===== src/hdl/line_coding_params.svh =====
// constants of the fast ethernet transmit and receive line coding block
`ifndef LINE_CODING_PARAMS_SVH
`define LINE_CODING_PARAMS_SVH

// code-group size and serial bit position
`define CG_WIDTH        5
`define CG_MSB          4
`define NIBBLE_WIDTH    4
`define BIT_COUNT_LAST  3'h4
`define BIT_COUNT_FIRST 3'h0

// control code-groups, sent msb first
`define CG_IDLE         5'h1f
`define CG_START_J      5'h18
`define CG_START_K      5'h11
`define CG_END_T        5'h0d
`define CG_END_R        5'h07

// data code-groups, entry n at bits [5n+4:5n], nibble 0 lowest
`define CG_DATA_TABLE   80'hef37abda727b96aad13e

// scrambler: 11-bit lfsr, feedback from bits 10 and 8 (x^11 + x^9 + 1)
`define SCR_WIDTH       11
`define SCR_TAP_A       10
`define SCR_TAP_B       8
`define SCR_SEED_HIGH   6'h3f

// three-level line phases
`define MLT_ZERO_A      2'h0
`define MLT_PLUS        2'h1
`define MLT_ZERO_B      2'h2
`define MLT_MINUS       2'h3

// signal detect qualification: gap in bit times, qualify count in transitions
`define SD_MAX_GAP      8'h20
`define SD_QUALIFY      8'h80
`define SD_COUNT_ZERO   8'h00
`define SD_COUNT_ONE    8'h01

`endif


===== src/hdl/line_coding_pkg.sv =====
// types shared by the line coding block
package line_coding_pkg;

    typedef enum logic [2:0] {
        TX_IDLE = 3'b000,
        TX_J    = 3'b001,
        TX_DATA = 3'b010,
        TX_T    = 3'b011,
        TX_R    = 3'b100
    } tx_state_t;

    typedef struct packed {
        logic       en;
        logic [3:0] data;
    } mac_word_t;

endpackage : line_coding_pkg


===== src/hdl/nibble_fifo.sv =====
// small synchronous fifo with valid and ready on both sides
`timescale 1ns/1ps

module nibble_fifo #(
    parameter int WIDTH = 5,
    parameter int DEPTH = 4
) (
    // clock and reset
    input  wire logic             clk,
    input  wire logic             reset,
    // filling side
    input  wire logic             in_valid,
    output logic                  in_ready,
    input  wire logic [WIDTH-1:0] in_data,
    // draining side
    output logic                  out_valid,
    input  wire logic             out_ready,
    output logic [WIDTH-1:0]      out_data
);

    localparam int AW = (DEPTH > 1) ? $clog2(DEPTH) : 1;

    initial begin
        if (DEPTH < 2 || (DEPTH & (DEPTH - 1)) != 0 || WIDTH < 1) begin
            $error("nibble_fifo: DEPTH must be a power of two >= 2");
        end
    end

    typedef struct packed {
        logic [DEPTH-1:0][WIDTH-1:0] mem;
        logic [AW:0]                 wr_ptr;
        logic [AW:0]                 rd_ptr;
        logic                        not_full;
        logic                        not_empty;
    } fifo_state_t;

    fifo_state_t st;
    fifo_state_t next_st;

    logic        push;
    logic        pop;
    logic [AW:0] used;

    always_comb begin
        next_st = st;
        push    = in_valid && st.not_full;
        pop     = out_ready && st.not_empty;
        if (push) begin
            next_st.mem[st.wr_ptr[AW-1:0]] = in_data;
            next_st.wr_ptr = st.wr_ptr + 1'b1;
        end
        if (pop) begin
            next_st.rd_ptr = st.rd_ptr + 1'b1;
        end
        used = next_st.wr_ptr - next_st.rd_ptr;
        next_st.not_full  = (used != (AW+1)'(DEPTH));
        next_st.not_empty = (used != '0);
    end

    always_ff @(posedge clk) begin
        if (reset) begin
            st <= '0;
        end else begin
            st <= next_st;
        end
    end

    assign in_ready  = st.not_full;
    assign out_valid = st.not_empty;
    assign out_data  = st.mem[st.rd_ptr[AW-1:0]];

endmodule : nibble_fifo


===== src/hdl/fast_ethernet_tx_line_coding.sv =====
// 100 Mb/s line coding: 4b/5b encode, scramble, nrzi, three-level out; receive decode
`timescale 1ns/1ps
`include "line_coding_params.svh"

// What this block does
// - frame start sends J then K code-groups
// - later nibbles become their 5b code-groups
// - enable drop appends T then R
// - idle code-groups fill until next frame
// - scrambler is 11-bit closed loop lfsr
// - each encoded bit xored with scrambler output
// - scrambler seed taken from address straps
// - scrambled stream is nrzi encoded
// - ones step two driver streams through plus, zero, minus, zero
// - only three-level output at 100 Mb/s
// - link pulses never raise signal detect
// - three-level decisions become nrzi bits
// - nrzi decoded to nrz, with no descrambling
// - nrz deserialized into 5-bit symbols
// - idle code-group is all ones
module fast_ethernet_tx_line_coding #(
    parameter int FIFO_DEPTH = 4
) (
    // clock and reset
    input  wire logic       clk,
    input  wire logic       reset,
    // mac transmit nibbles
    input  wire logic       tx_valid,
    output logic            tx_ready,
    input  wire logic       tx_en,
    input  wire logic [3:0] txd,
    // address straps
    input  wire logic [4:0] phy_address_straps,
    // three-level driver streams
    output logic            mlt_pos,
    output logic            mlt_neg,
    // equalized three-level decisions
    input  wire logic       rx_level_pos,
    input  wire logic       rx_level_neg,
    // receive symbols
    output logic            signal_detect,
    output logic [4:0]      rx_symbol,
    output logic            rx_symbol_valid
);

    initial begin
        if (FIFO_DEPTH < 2) begin
            $error("fast_ethernet_tx_line_coding: FIFO_DEPTH must be at least 2");
        end
    end

    typedef struct packed {
        // strap synchroniser and seeding
        logic [4:0]                  strap_s1;
        logic [4:0]                  strap_s2;
        logic [4:0]                  strap_s3;
        logic                        seeded;
        // transmit path
        line_coding_pkg::tx_state_t  tx_state;
        logic [`CG_WIDTH-1:0]        tx_shift;
        logic [2:0]                  tx_count;
        logic [`SCR_WIDTH-1:0]       lfsr;
        logic                        tx_nrzi;
        logic [1:0]                  mlt_phase;
        logic                        mlt_pos;
        logic                        mlt_neg;
        // receive path
        logic [1:0]                  rx_prev_level;
        logic                        rx_nrzi;
        logic                        rx_nrzi_prev;
        logic [`CG_WIDTH-1:0]        rx_shift;
        logic [2:0]                  rx_count;
        logic [`CG_WIDTH-1:0]        rx_symbol;
        logic                        rx_symbol_valid;
        logic [7:0]                  gap_count;
        logic [7:0]                  active_count;
        logic                        signal_detect;
    } state_t;

    state_t st;
    state_t next_st;

    // fifo between the mac and the encoder
    line_coding_pkg::mac_word_t fifo_in;
    line_coding_pkg::mac_word_t fifo_out;
    logic                       fifo_in_ready;
    logic                       fifo_out_valid;
    logic                       fifo_pop;

    assign fifo_in.en   = tx_en;
    assign fifo_in.data = txd;

    nibble_fifo #(
        .WIDTH (`CG_WIDTH),
        .DEPTH (FIFO_DEPTH)
    ) u_fifo (
        .clk       (clk),
        .reset     (reset),
        .in_valid  (tx_valid),
        .in_ready  (fifo_in_ready),
        .in_data   (fifo_in),
        .out_valid (fifo_out_valid),
        .out_ready (fifo_pop),
        .out_data  (fifo_out)
    );

    // combinational working values
    logic                 boundary;
    logic [`CG_WIDTH-1:0] next_group;
    logic                 enc_bit;
    logic                 scr_key;
    logic                 scr_bit;
    logic [1:0]           level_now;
    logic                 rx_transition;
    logic                 rx_nrz;
    logic [79:0]          data_table;

    always_comb begin
        next_st       = st;
        fifo_pop      = 1'b0;
        next_group    = `CG_IDLE;
        data_table    = `CG_DATA_TABLE;
        boundary      = (st.tx_count == `BIT_COUNT_LAST);
        enc_bit       = st.tx_shift[`CG_MSB];
        scr_key       = st.lfsr[`SCR_TAP_A] ^ st.lfsr[`SCR_TAP_B];
        scr_bit       = enc_bit ^ scr_key;
        level_now     = {rx_level_pos, rx_level_neg};
        rx_transition = (level_now != st.rx_prev_level);
        rx_nrz        = st.rx_nrzi ^ st.rx_nrzi_prev;

        // straps: three flops, value counts once the last two agree
        next_st.strap_s1 = phy_address_straps;
        next_st.strap_s2 = st.strap_s1;
        next_st.strap_s3 = st.strap_s2;

        if (!st.seeded) begin
            // line stays at zero until the scrambler holds its seed
            if (st.strap_s2 == st.strap_s3) begin
                next_st.lfsr   = {`SCR_SEED_HIGH, st.strap_s3};
                next_st.seeded = 1'b1;
            end
        end else begin
            // ---- serial transmit, one bit per clock ----
            next_st.lfsr = {st.lfsr[`SCR_WIDTH-2:0], scr_key};
            if (scr_bit) begin
                next_st.tx_nrzi   = ~st.tx_nrzi;
                next_st.mlt_phase = st.mlt_phase + 2'h1;
            end
            // two driver streams, ones step the line plus, zero, minus, zero
            next_st.mlt_pos = (next_st.mlt_phase == `MLT_PLUS);
            next_st.mlt_neg = (next_st.mlt_phase == `MLT_MINUS);

            if (boundary) begin
                next_st.tx_count = `BIT_COUNT_FIRST;
                case (st.tx_state)
                    line_coding_pkg::TX_IDLE: begin
                        if (fifo_out_valid && fifo_out.en) begin
                            // first preamble nibble is replaced by J
                            fifo_pop         = 1'b1;
                            next_group       = `CG_START_J;
                            next_st.tx_state = line_coding_pkg::TX_J;
                        end else begin
                            // words outside a frame are dropped
                            fifo_pop   = fifo_out_valid;
                            next_group = `CG_IDLE;
                        end
                    end
                    line_coding_pkg::TX_J: begin
                        // second preamble nibble is replaced by K
                        fifo_pop         = fifo_out_valid;
                        next_group       = `CG_START_K;
                        next_st.tx_state = line_coding_pkg::TX_DATA;
                    end
                    line_coding_pkg::TX_DATA: begin
                        if (fifo_out_valid && fifo_out.en) begin
                            fifo_pop   = 1'b1;
                            next_group = data_table[fifo_out.data * `CG_WIDTH +: `CG_WIDTH];
                        end else begin
                            // enable dropped, or fifo ran dry: close the frame
                            fifo_pop         = fifo_out_valid;
                            next_group       = `CG_END_T;
                            next_st.tx_state = line_coding_pkg::TX_T;
                        end
                    end
                    line_coding_pkg::TX_T: begin
                        next_group       = `CG_END_R;
                        next_st.tx_state = line_coding_pkg::TX_R;
                    end
                    line_coding_pkg::TX_R: begin
                        // at least one idle follows every end delimiter
                        next_group       = `CG_IDLE;
                        next_st.tx_state = line_coding_pkg::TX_IDLE;
                    end
                    default: begin
                        next_group       = `CG_IDLE;
                        next_st.tx_state = line_coding_pkg::TX_IDLE;
                    end
                endcase
                next_st.tx_shift = next_group;
            end else begin
                next_st.tx_count = st.tx_count + 3'h1;
                next_st.tx_shift = {st.tx_shift[`CG_MSB-1:0], 1'b0};
            end
        end

        // ---- receive: three-level to nrzi to nrz ----
        next_st.rx_prev_level = level_now;
        if (rx_transition) begin
            next_st.rx_nrzi = ~st.rx_nrzi;
        end
        next_st.rx_nrzi_prev = st.rx_nrzi;

        // deserialize nrz into 5-bit symbols
        next_st.rx_shift        = {st.rx_shift[`CG_MSB-1:0], rx_nrz};
        next_st.rx_symbol_valid = 1'b0;
        if (st.rx_count == `BIT_COUNT_LAST) begin
            next_st.rx_count        = `BIT_COUNT_FIRST;
            next_st.rx_symbol       = next_st.rx_shift;
            next_st.rx_symbol_valid = 1'b1;
        end else begin
            next_st.rx_count = st.rx_count + 3'h1;
        end

        // signal detect needs a long run of dense transitions;
        // an isolated link pulse restarts the qualification
        if (rx_transition) begin
            next_st.gap_count = `SD_COUNT_ZERO;
            if (st.active_count != `SD_QUALIFY) begin
                next_st.active_count = st.active_count + `SD_COUNT_ONE;
            end
        end else if (st.gap_count != `SD_MAX_GAP) begin
            next_st.gap_count = st.gap_count + `SD_COUNT_ONE;
        end else begin
            next_st.active_count = `SD_COUNT_ZERO;
        end
        next_st.signal_detect = (next_st.active_count == `SD_QUALIFY) &&
                                (next_st.gap_count != `SD_MAX_GAP);
    end

    always_ff @(posedge clk) begin
        if (reset) begin
            st          <= '0;
            st.tx_shift <= `CG_IDLE;
            // straps keep settling through reset so the seed sees real pins
            st.strap_s1 <= phy_address_straps;
            st.strap_s2 <= st.strap_s1;
            st.strap_s3 <= st.strap_s2;
        end else begin
            st <= next_st;
        end
    end

    // outputs, each from a flop
    assign tx_ready        = fifo_in_ready;
    assign mlt_pos         = st.mlt_pos;
    assign mlt_neg         = st.mlt_neg;
    assign signal_detect   = st.signal_detect;
    assign rx_symbol       = st.rx_symbol;
    assign rx_symbol_valid = st.rx_symbol_valid;

endmodule : fast_ethernet_tx_line_coding


===== config.mk =====
export PLATFORM = sky130hd
export DESIGN_NAME = fast_ethernet_tx_line_coding
export DESIGN_NICKNAME = d
export VERILOG_FILES = /design/src/hdl/line_coding_pkg.sv /design/src/hdl/nibble_fifo.sv /design/src/hdl/fast_ethernet_tx_line_coding.sv
export VERILOG_INCLUDE_DIRS = /design/src /design/src/hdl
export SDC_FILE = /design/constraint.sdc
export NUM_CORES = 1
export LEC_CHECK = 0
export ABC_AREA = 1
export BUFFER_PORTS_ARGS = -buffer_cell sky130_fd_sc_hd__buf_2
export CORE_MARGIN = 1.5
export CORE_UTILIZATION = 60
export CTS_BUF_LIST = sky130_fd_sc_hd__clkbuf_4
export DETAILED_ROUTE_END_ITERATION = 16
export GPL_TIMING_DRIVEN = 1
export MAX_ROUTING_LAYER = met4
export PLACE_DENSITY = 0.8
export SLEW_MARGIN = 25
export SYNTH_ARGS = -nofsm -noshare
export SYNTH_HDL_FRONTEND = slang
export SYNTH_SLANG_ARGS = --single-unit
export TNS_END_PERCENT = 1

===== constraint.sdc =====
create_clock -name clk -period 2.5 [get_ports clk]
set_input_delay 0.5 -clock clk [delete_from_list [all_inputs] [get_ports clk]]
set_output_delay 0.5 -clock clk [all_outputs]
set_load 0.01 [all_outputs]

=== Word-level counts from Yosys, hierarchy flattened ===
Cells that the tools add are included.

* Shift operators: 1
* Multiplexer cells: 29
* Bitwise gates (word level): 5
* Add/subtract/negate cells: 8
* Equal/unequal tests: 17
* Multiply operators: 1
* Reduce and logical (&&, ||, !) cells: 12
* Order comparisons: 3

{| class="wikitable"
|+ Operator list
! kind !! number
|-
| $shiftx 80x8->5 const A || 1
|-
| $mux 8 || 4
|-
| $mux 11 || 2
|-
| $mux 3 || 7
|-
| $bwmux 20 || 1
|-
| $pmux 5 s4 || 1
|-
| $add 8x1->8 const B || 2
|-
| $mux 16 || 1
|-
| $ne 8x6->1 const B || 2
|-
| $mux 5 || 3
|-
| $add 3x1->3 const B || 4
|-
| $pmux 3 s4 || 1
|-
| $bmux 5 s2 || 1
|-
| $demux 5 s2 || 1
|-
| $eq 8x8->1 const B || 1
|-
| $ne 8x8->1 const B || 1
|-
| $mul 4x3->7 const B || 1
|-
| $eq 3x2->1 const B || 2
|-
| $eq 3x3->1 const B || 2
|-
| $lt 2x3->1 const B || 2
|-
| $mux 1 || 6
|-
| $eq 5x5->1 || 1
|-
| $logic_and 1x1->1 || 5
|-
| $ne 2x2->1 const B || 2
|-
| other kinds (18) || 22
|}

* Bits in registers: 105
* Input port bits: 15

=== Logic depth before layout (Yosys ltp) ===
* Depth in word-level cells: 11
* Mapped depth: 17
* Gate-level depth less buffers: 17

=== Modules after synthesis ===
From an unflattened synthesis, not the netlist that was laid out.

* Cells, all modules: 638
* Area total of the unflattened synthesis: 4629.4 um^2

{| class="wikitable"
|+ Modules (own cells, without submodules)
! module !! area an instance (um^2) !! times used !! sequential area each (um^2) !! cells each
|-
| fast_ethernet_tx_line_coding || 3284.4 || 1 || 1521.5 || 452
|-
| nibble_fifo || 1345.0 || 1 || 560.5 || 186
|}

=== Worst setup path after synthesis ===
Ideal clock, no wire load.

* Path type: register to register
* Start point: reg st[51] (netlist bit)
* End point: reg u_fifo.st (netlist bit u_fifo.in_ready)
* Period minus slack after synthesis: 2.085 ns
* Path buffers: 0
* Cell stages (with the launch flop): 18
* Setup slack: 0.415 ns
* Required time: 2.387 ns
* Data arrival time: 1.972 ns
* Cells stage by stage: dfxtp_1 inv_1 ha_1 nand2_2 clkinv_2 nand2_4 nor3_4 nor2_1 a21oi_1 ha_1 a21oi_1 inv_1 nand2_1 nand2_1 nand2_1 nand2_1 o21ai_1 inv_1

* Cells in the longest elaborated chain, start to end: 7

{| class="wikitable"
|+ Ends and longest elaborated chain
! element !! line !! source
|-
| start: declaration || fast_ethernet_tx_line_coding.sv:80 || <nowiki>state_t st;</nowiki>
|-
| start signal: assignment || fast_ethernet_tx_line_coding.sv:249 || <nowiki>st <= next_st;</nowiki>
|-
| $eq 3x3->1 (no source line) || - ||
|-
| $mux 1 || fast_ethernet_tx_line_coding.sv:153 || <nowiki>if (boundary) begin</nowiki>
|-
| $mux 1 || fast_ethernet_tx_line_coding.sv:136 || <nowiki>if (!st.seeded) begin</nowiki>
|-
| $logic_and 1x1->1 || nibble_fifo.sv:47 || <nowiki>pop = out_ready && st.not_empty;</nowiki>
|-
| $mux 3 || nibble_fifo.sv:52 || <nowiki>if (pop) begin</nowiki>
|-
| $sub 3x3->3 || nibble_fifo.sv:55 || <nowiki>used = next_st.wr_ptr - next_st.rd_ptr;</nowiki>
|-
| $ne 3x3->1 || nibble_fifo.sv:56 || <nowiki>next_st.not_full = (used != (AW+1)'(DEPTH));</nowiki>
|-
| end signal: assignment || nibble_fifo.sv:64 || <nowiki>st <= next_st;</nowiki>
|-
| end: declaration || nibble_fifo.sv:37 || <nowiki>fifo_state_t st;</nowiki>
|}

Every way passes these cells.
A chain may end at the register's enable or synchronous reset.

=== Worst setup path in the final report ===
Ends and elaborated chain as after synthesis.

==> flow_summary.ini <==
[die]
die_x_microns = 91.05
start_util_pct = 63.12
die_h_microns = 91.05
rows = 31
pin_count = 25
dieArea_sq_um = 8290
core_sq_um = 7370

[yosys]
synth_compound_area_share_pct = 10.76
syn-cell-area_sq_um = 4652
synthMuxAreaShare_pct = 0
synth_xor_area_share_pct = 3.577
ys_async_sr_fraction_pct = 0
synth_top_family_by_area = simple AND/OR/NAND/NOR gates
synthDistinctLibCells = 36
ys_seq_elements = 104
yosys_warnings = 0
synth.avg_cell_area_sq_um = 7.349
synth_ff_type = dfxtp_1
syn_inst = 633
synthSimpleGateAreaFrac_pct = 27.57
synth_edf_count = 0
syn_nets = 663
synth_fa_ha_area_share_pct = 4.034
ys_seq_area_share_pct = 44.76

[clocking]
numCtsBuffers = 9
clk_path_buf_depth = 2
insertion_delay_ns = 0.48
clkTransAtPathRegs_ns = 0.20
root_buffer = clkbuf_4
cts_tree = built
h-tree-depth = 3
postCtsHoldBufs = 0
cts.sinks = 104

[hold_path]
hp-start = phy_address_straps[3]
hp-class = input pin to flip-flop

[place]
place.gp.congestion = 0.9082
place_hpwl_mm = 6.256
port_buffers = 24

[routing]
num_vias = 3991
vias_per_cell = 5.231
routed_wl_mm = 9.192
postRouteAntennaNets = 0
wire_per_inst_microns = 12.05
dr.pass1.iters = 5
drtIter0Drc = 224
drc_errors = 0

[worst_setup_path]
crit_arrival_ns = 2.75
cp-startpoint = st[51]$_SDFFE_PP0P_
end_kind = flip-flop
crit_required_ns = 2.90
crit_type = flip-flop to flip-flop
path_max_fanout = 5
crit_path_start_kind = flip-flop
r2r-start = st[51]$_SDFFE_PP0P_

[global_routing]
grt_pass1_wl_mm = 15.37
grt-ovfl-total = 0
grt_pass1_vias = 3704
track_usage_pct = 23.25
grt_max_degree = 66
antenna_found_initial = 1

[layout]
drive_above_1_share_pct = 12.07
final_nets = 688
final_core_util_pct = 68.96
fill_cells = 622
area_growth_pct = 9.252
multi_input_area_sq_um = 2175
ff_latch_area_sq_um = 2085

[pwr]
powerDensity_nw_per_um2 = 595.5
leakage_uw = 0.002301
vdd.ir_drop.worst_mv = 0.3219

[timing]
worstMarginPinSlew_ns = 0.7044
fin_worst_skew_ns = 0.02677
maxSlewHeadroom_pct = 53.04
slew_violations = 0
fmax_ghz = 0.4253
finalHoldViolCount = 0
tns_ns = 0
final.min_clock_period_ns = 2.351
min_period_over_period_pct = 94.05
setup_viol = 0

[flow_run]
cap_violations = 0

[run_status]
outcome = finished, final reports clean
[placed cells by master (no fill, tap or decap), types with 3 or more instances in the layout]
master and instances:
nor2_1 71, nor3_1 6, nand2_1 146, o211a_1 4, o21ai_1 3, buf_4 12
inv_1 77, buf_2 24, a21oi_1 40, clkbuf_4 9, clkinv_8 4, nand4_1 7
nand3_1 56, o21ai_0 32, ha_1 14, xnor2_1 7, dfxtp_1 102, nand2_2 6
xor2_1 11, a21oi_2 4
[cells in the mapped netlist (7+ instances only)]
cell type,instances,area (sq um)
ha_1,15,187.7
nand2_1,147,551.8
dfxtp_1,104,2082
clkbuf_1,9,33.78
xnor2_1,7,61.31
a21oi_1,42,210.2
xor2_1,12,105.1
inv_1,78,292.8
nand3_1,56,280.3
o21ai_0,32,160.2
nand4_1,7,43.79
nor2_1,72,270.3
[state kept, by name (all words and copies together), names as in the netlist]
name	count
mlt_pos	1
u_fifo.in_ready	1
signal_detect	1
u_fifo.out_valid	1
rx_symbol	5
st	51
rx_symbol_valid	1
enc_bit	1
next_st	15
mlt_neg	1
u_fifo.st	26
[stage by stage]
step | std cells | setup slack [ns] | instance area, sq um | hold WS (ns) | total power [uW]
3_5_place_dp | 739 | 0.1244 | 4813 | 0.3171 | 2122
3_3_place_gp | 739 | 0.3097 | 4813 | 0.3095 | 2107
2_1_floorplan | 633 | 0.4147 | 4652 | 0.3096 | 2043
5_1_grt | 763 | -0.04676 | 5082 | 0.05354 | 3167
4_1_cts | 755 | 0.09411 | 4982 | 0.07416 | 3040
6_report | 763 | 0.1488 | 5082 | 0.09099 | 3026
[critical path, stage by stage, from the launching register on]
cell and delay [ns]:
dfxtp_2 0.36, inv_1 0.10, ha_4 0.15, nand2_4 0.06
inv_4 0.08, nand2_4 0.06, nor3_4 0.29, buf_4 0.17
a21oi_2 0.07, ha_1 0.31, a21oi_2 0.15, inv_1 0.07
nand2_2 0.07, nand2_1 0.05, nand2_1 0.05, nand2_1 0.06
o21ai_1 0.13, inv_1 0.05
[layout make-up]
class / instances / area share [%]
well taps: 99 / 2.437
clock inverters: 7 / 1.994
multi-input cells: 425 / 42.79
flip-flops and latches: 104 / 41.01
repair buffers: 37 / 4.357
diodes: 1 / 0.04924
clock buffers: 9 / 1.329
inverters: 81 / 6.032
[final timing paths]
path | end | slack, ns | cells after the start
min | next_st[71]$_DFF_P_ | 0.09 | 1
max reg2reg | u_fifo.in_ready$_SDFF_PP0_ | 0.15 | 17
min reg2reg | next_st[64]$_DFF_P_ | 0.35 | 0
max | u_fifo.in_ready$_SDFF_PP0_ | 0.15 | 17
[power breakdown]
| part | switching, uW | leakage (uW) | internal (uW) | total [uW] |
|---|---|---|---|---|
| clock network | 665 | 0.0000869 | 261 | 926 |
| registers | 46.2 | 0.000850 | 1730 | 1780 |
| logic | 203 | 0.00136 | 118 | 321 |
| total | 914 | 0.00230 | 2110 | 3030 |
[metal layers]
layer	share of wire, %	up-vias	GRT usage (%)	routed length [microns]
li1	-	2056	-	-
met1	46	1853	27.07	4247
met2	49	67	39.30	4473
met3	3.1	15	4.941	281
met4	2.1	0	8.724	189
met5	0	-	-	0
[kinds of logic after synthesis]
group,count (synthesis)
AND/OR/NAND/NOR,301
buffers and inverters,104
flip-flops,104
AO/OA/AOI/OAI,90
XOR/XNOR,19
adder cells (fa/ha/maj),15
[what timing repair did]
item	in CTS	in global routing
resized for setup	0	13
buffers inserted	0	7
hold endpoints to repair	0	0
endpoints found under the setup margin	0	2
(Power assumes the default switching activity.)
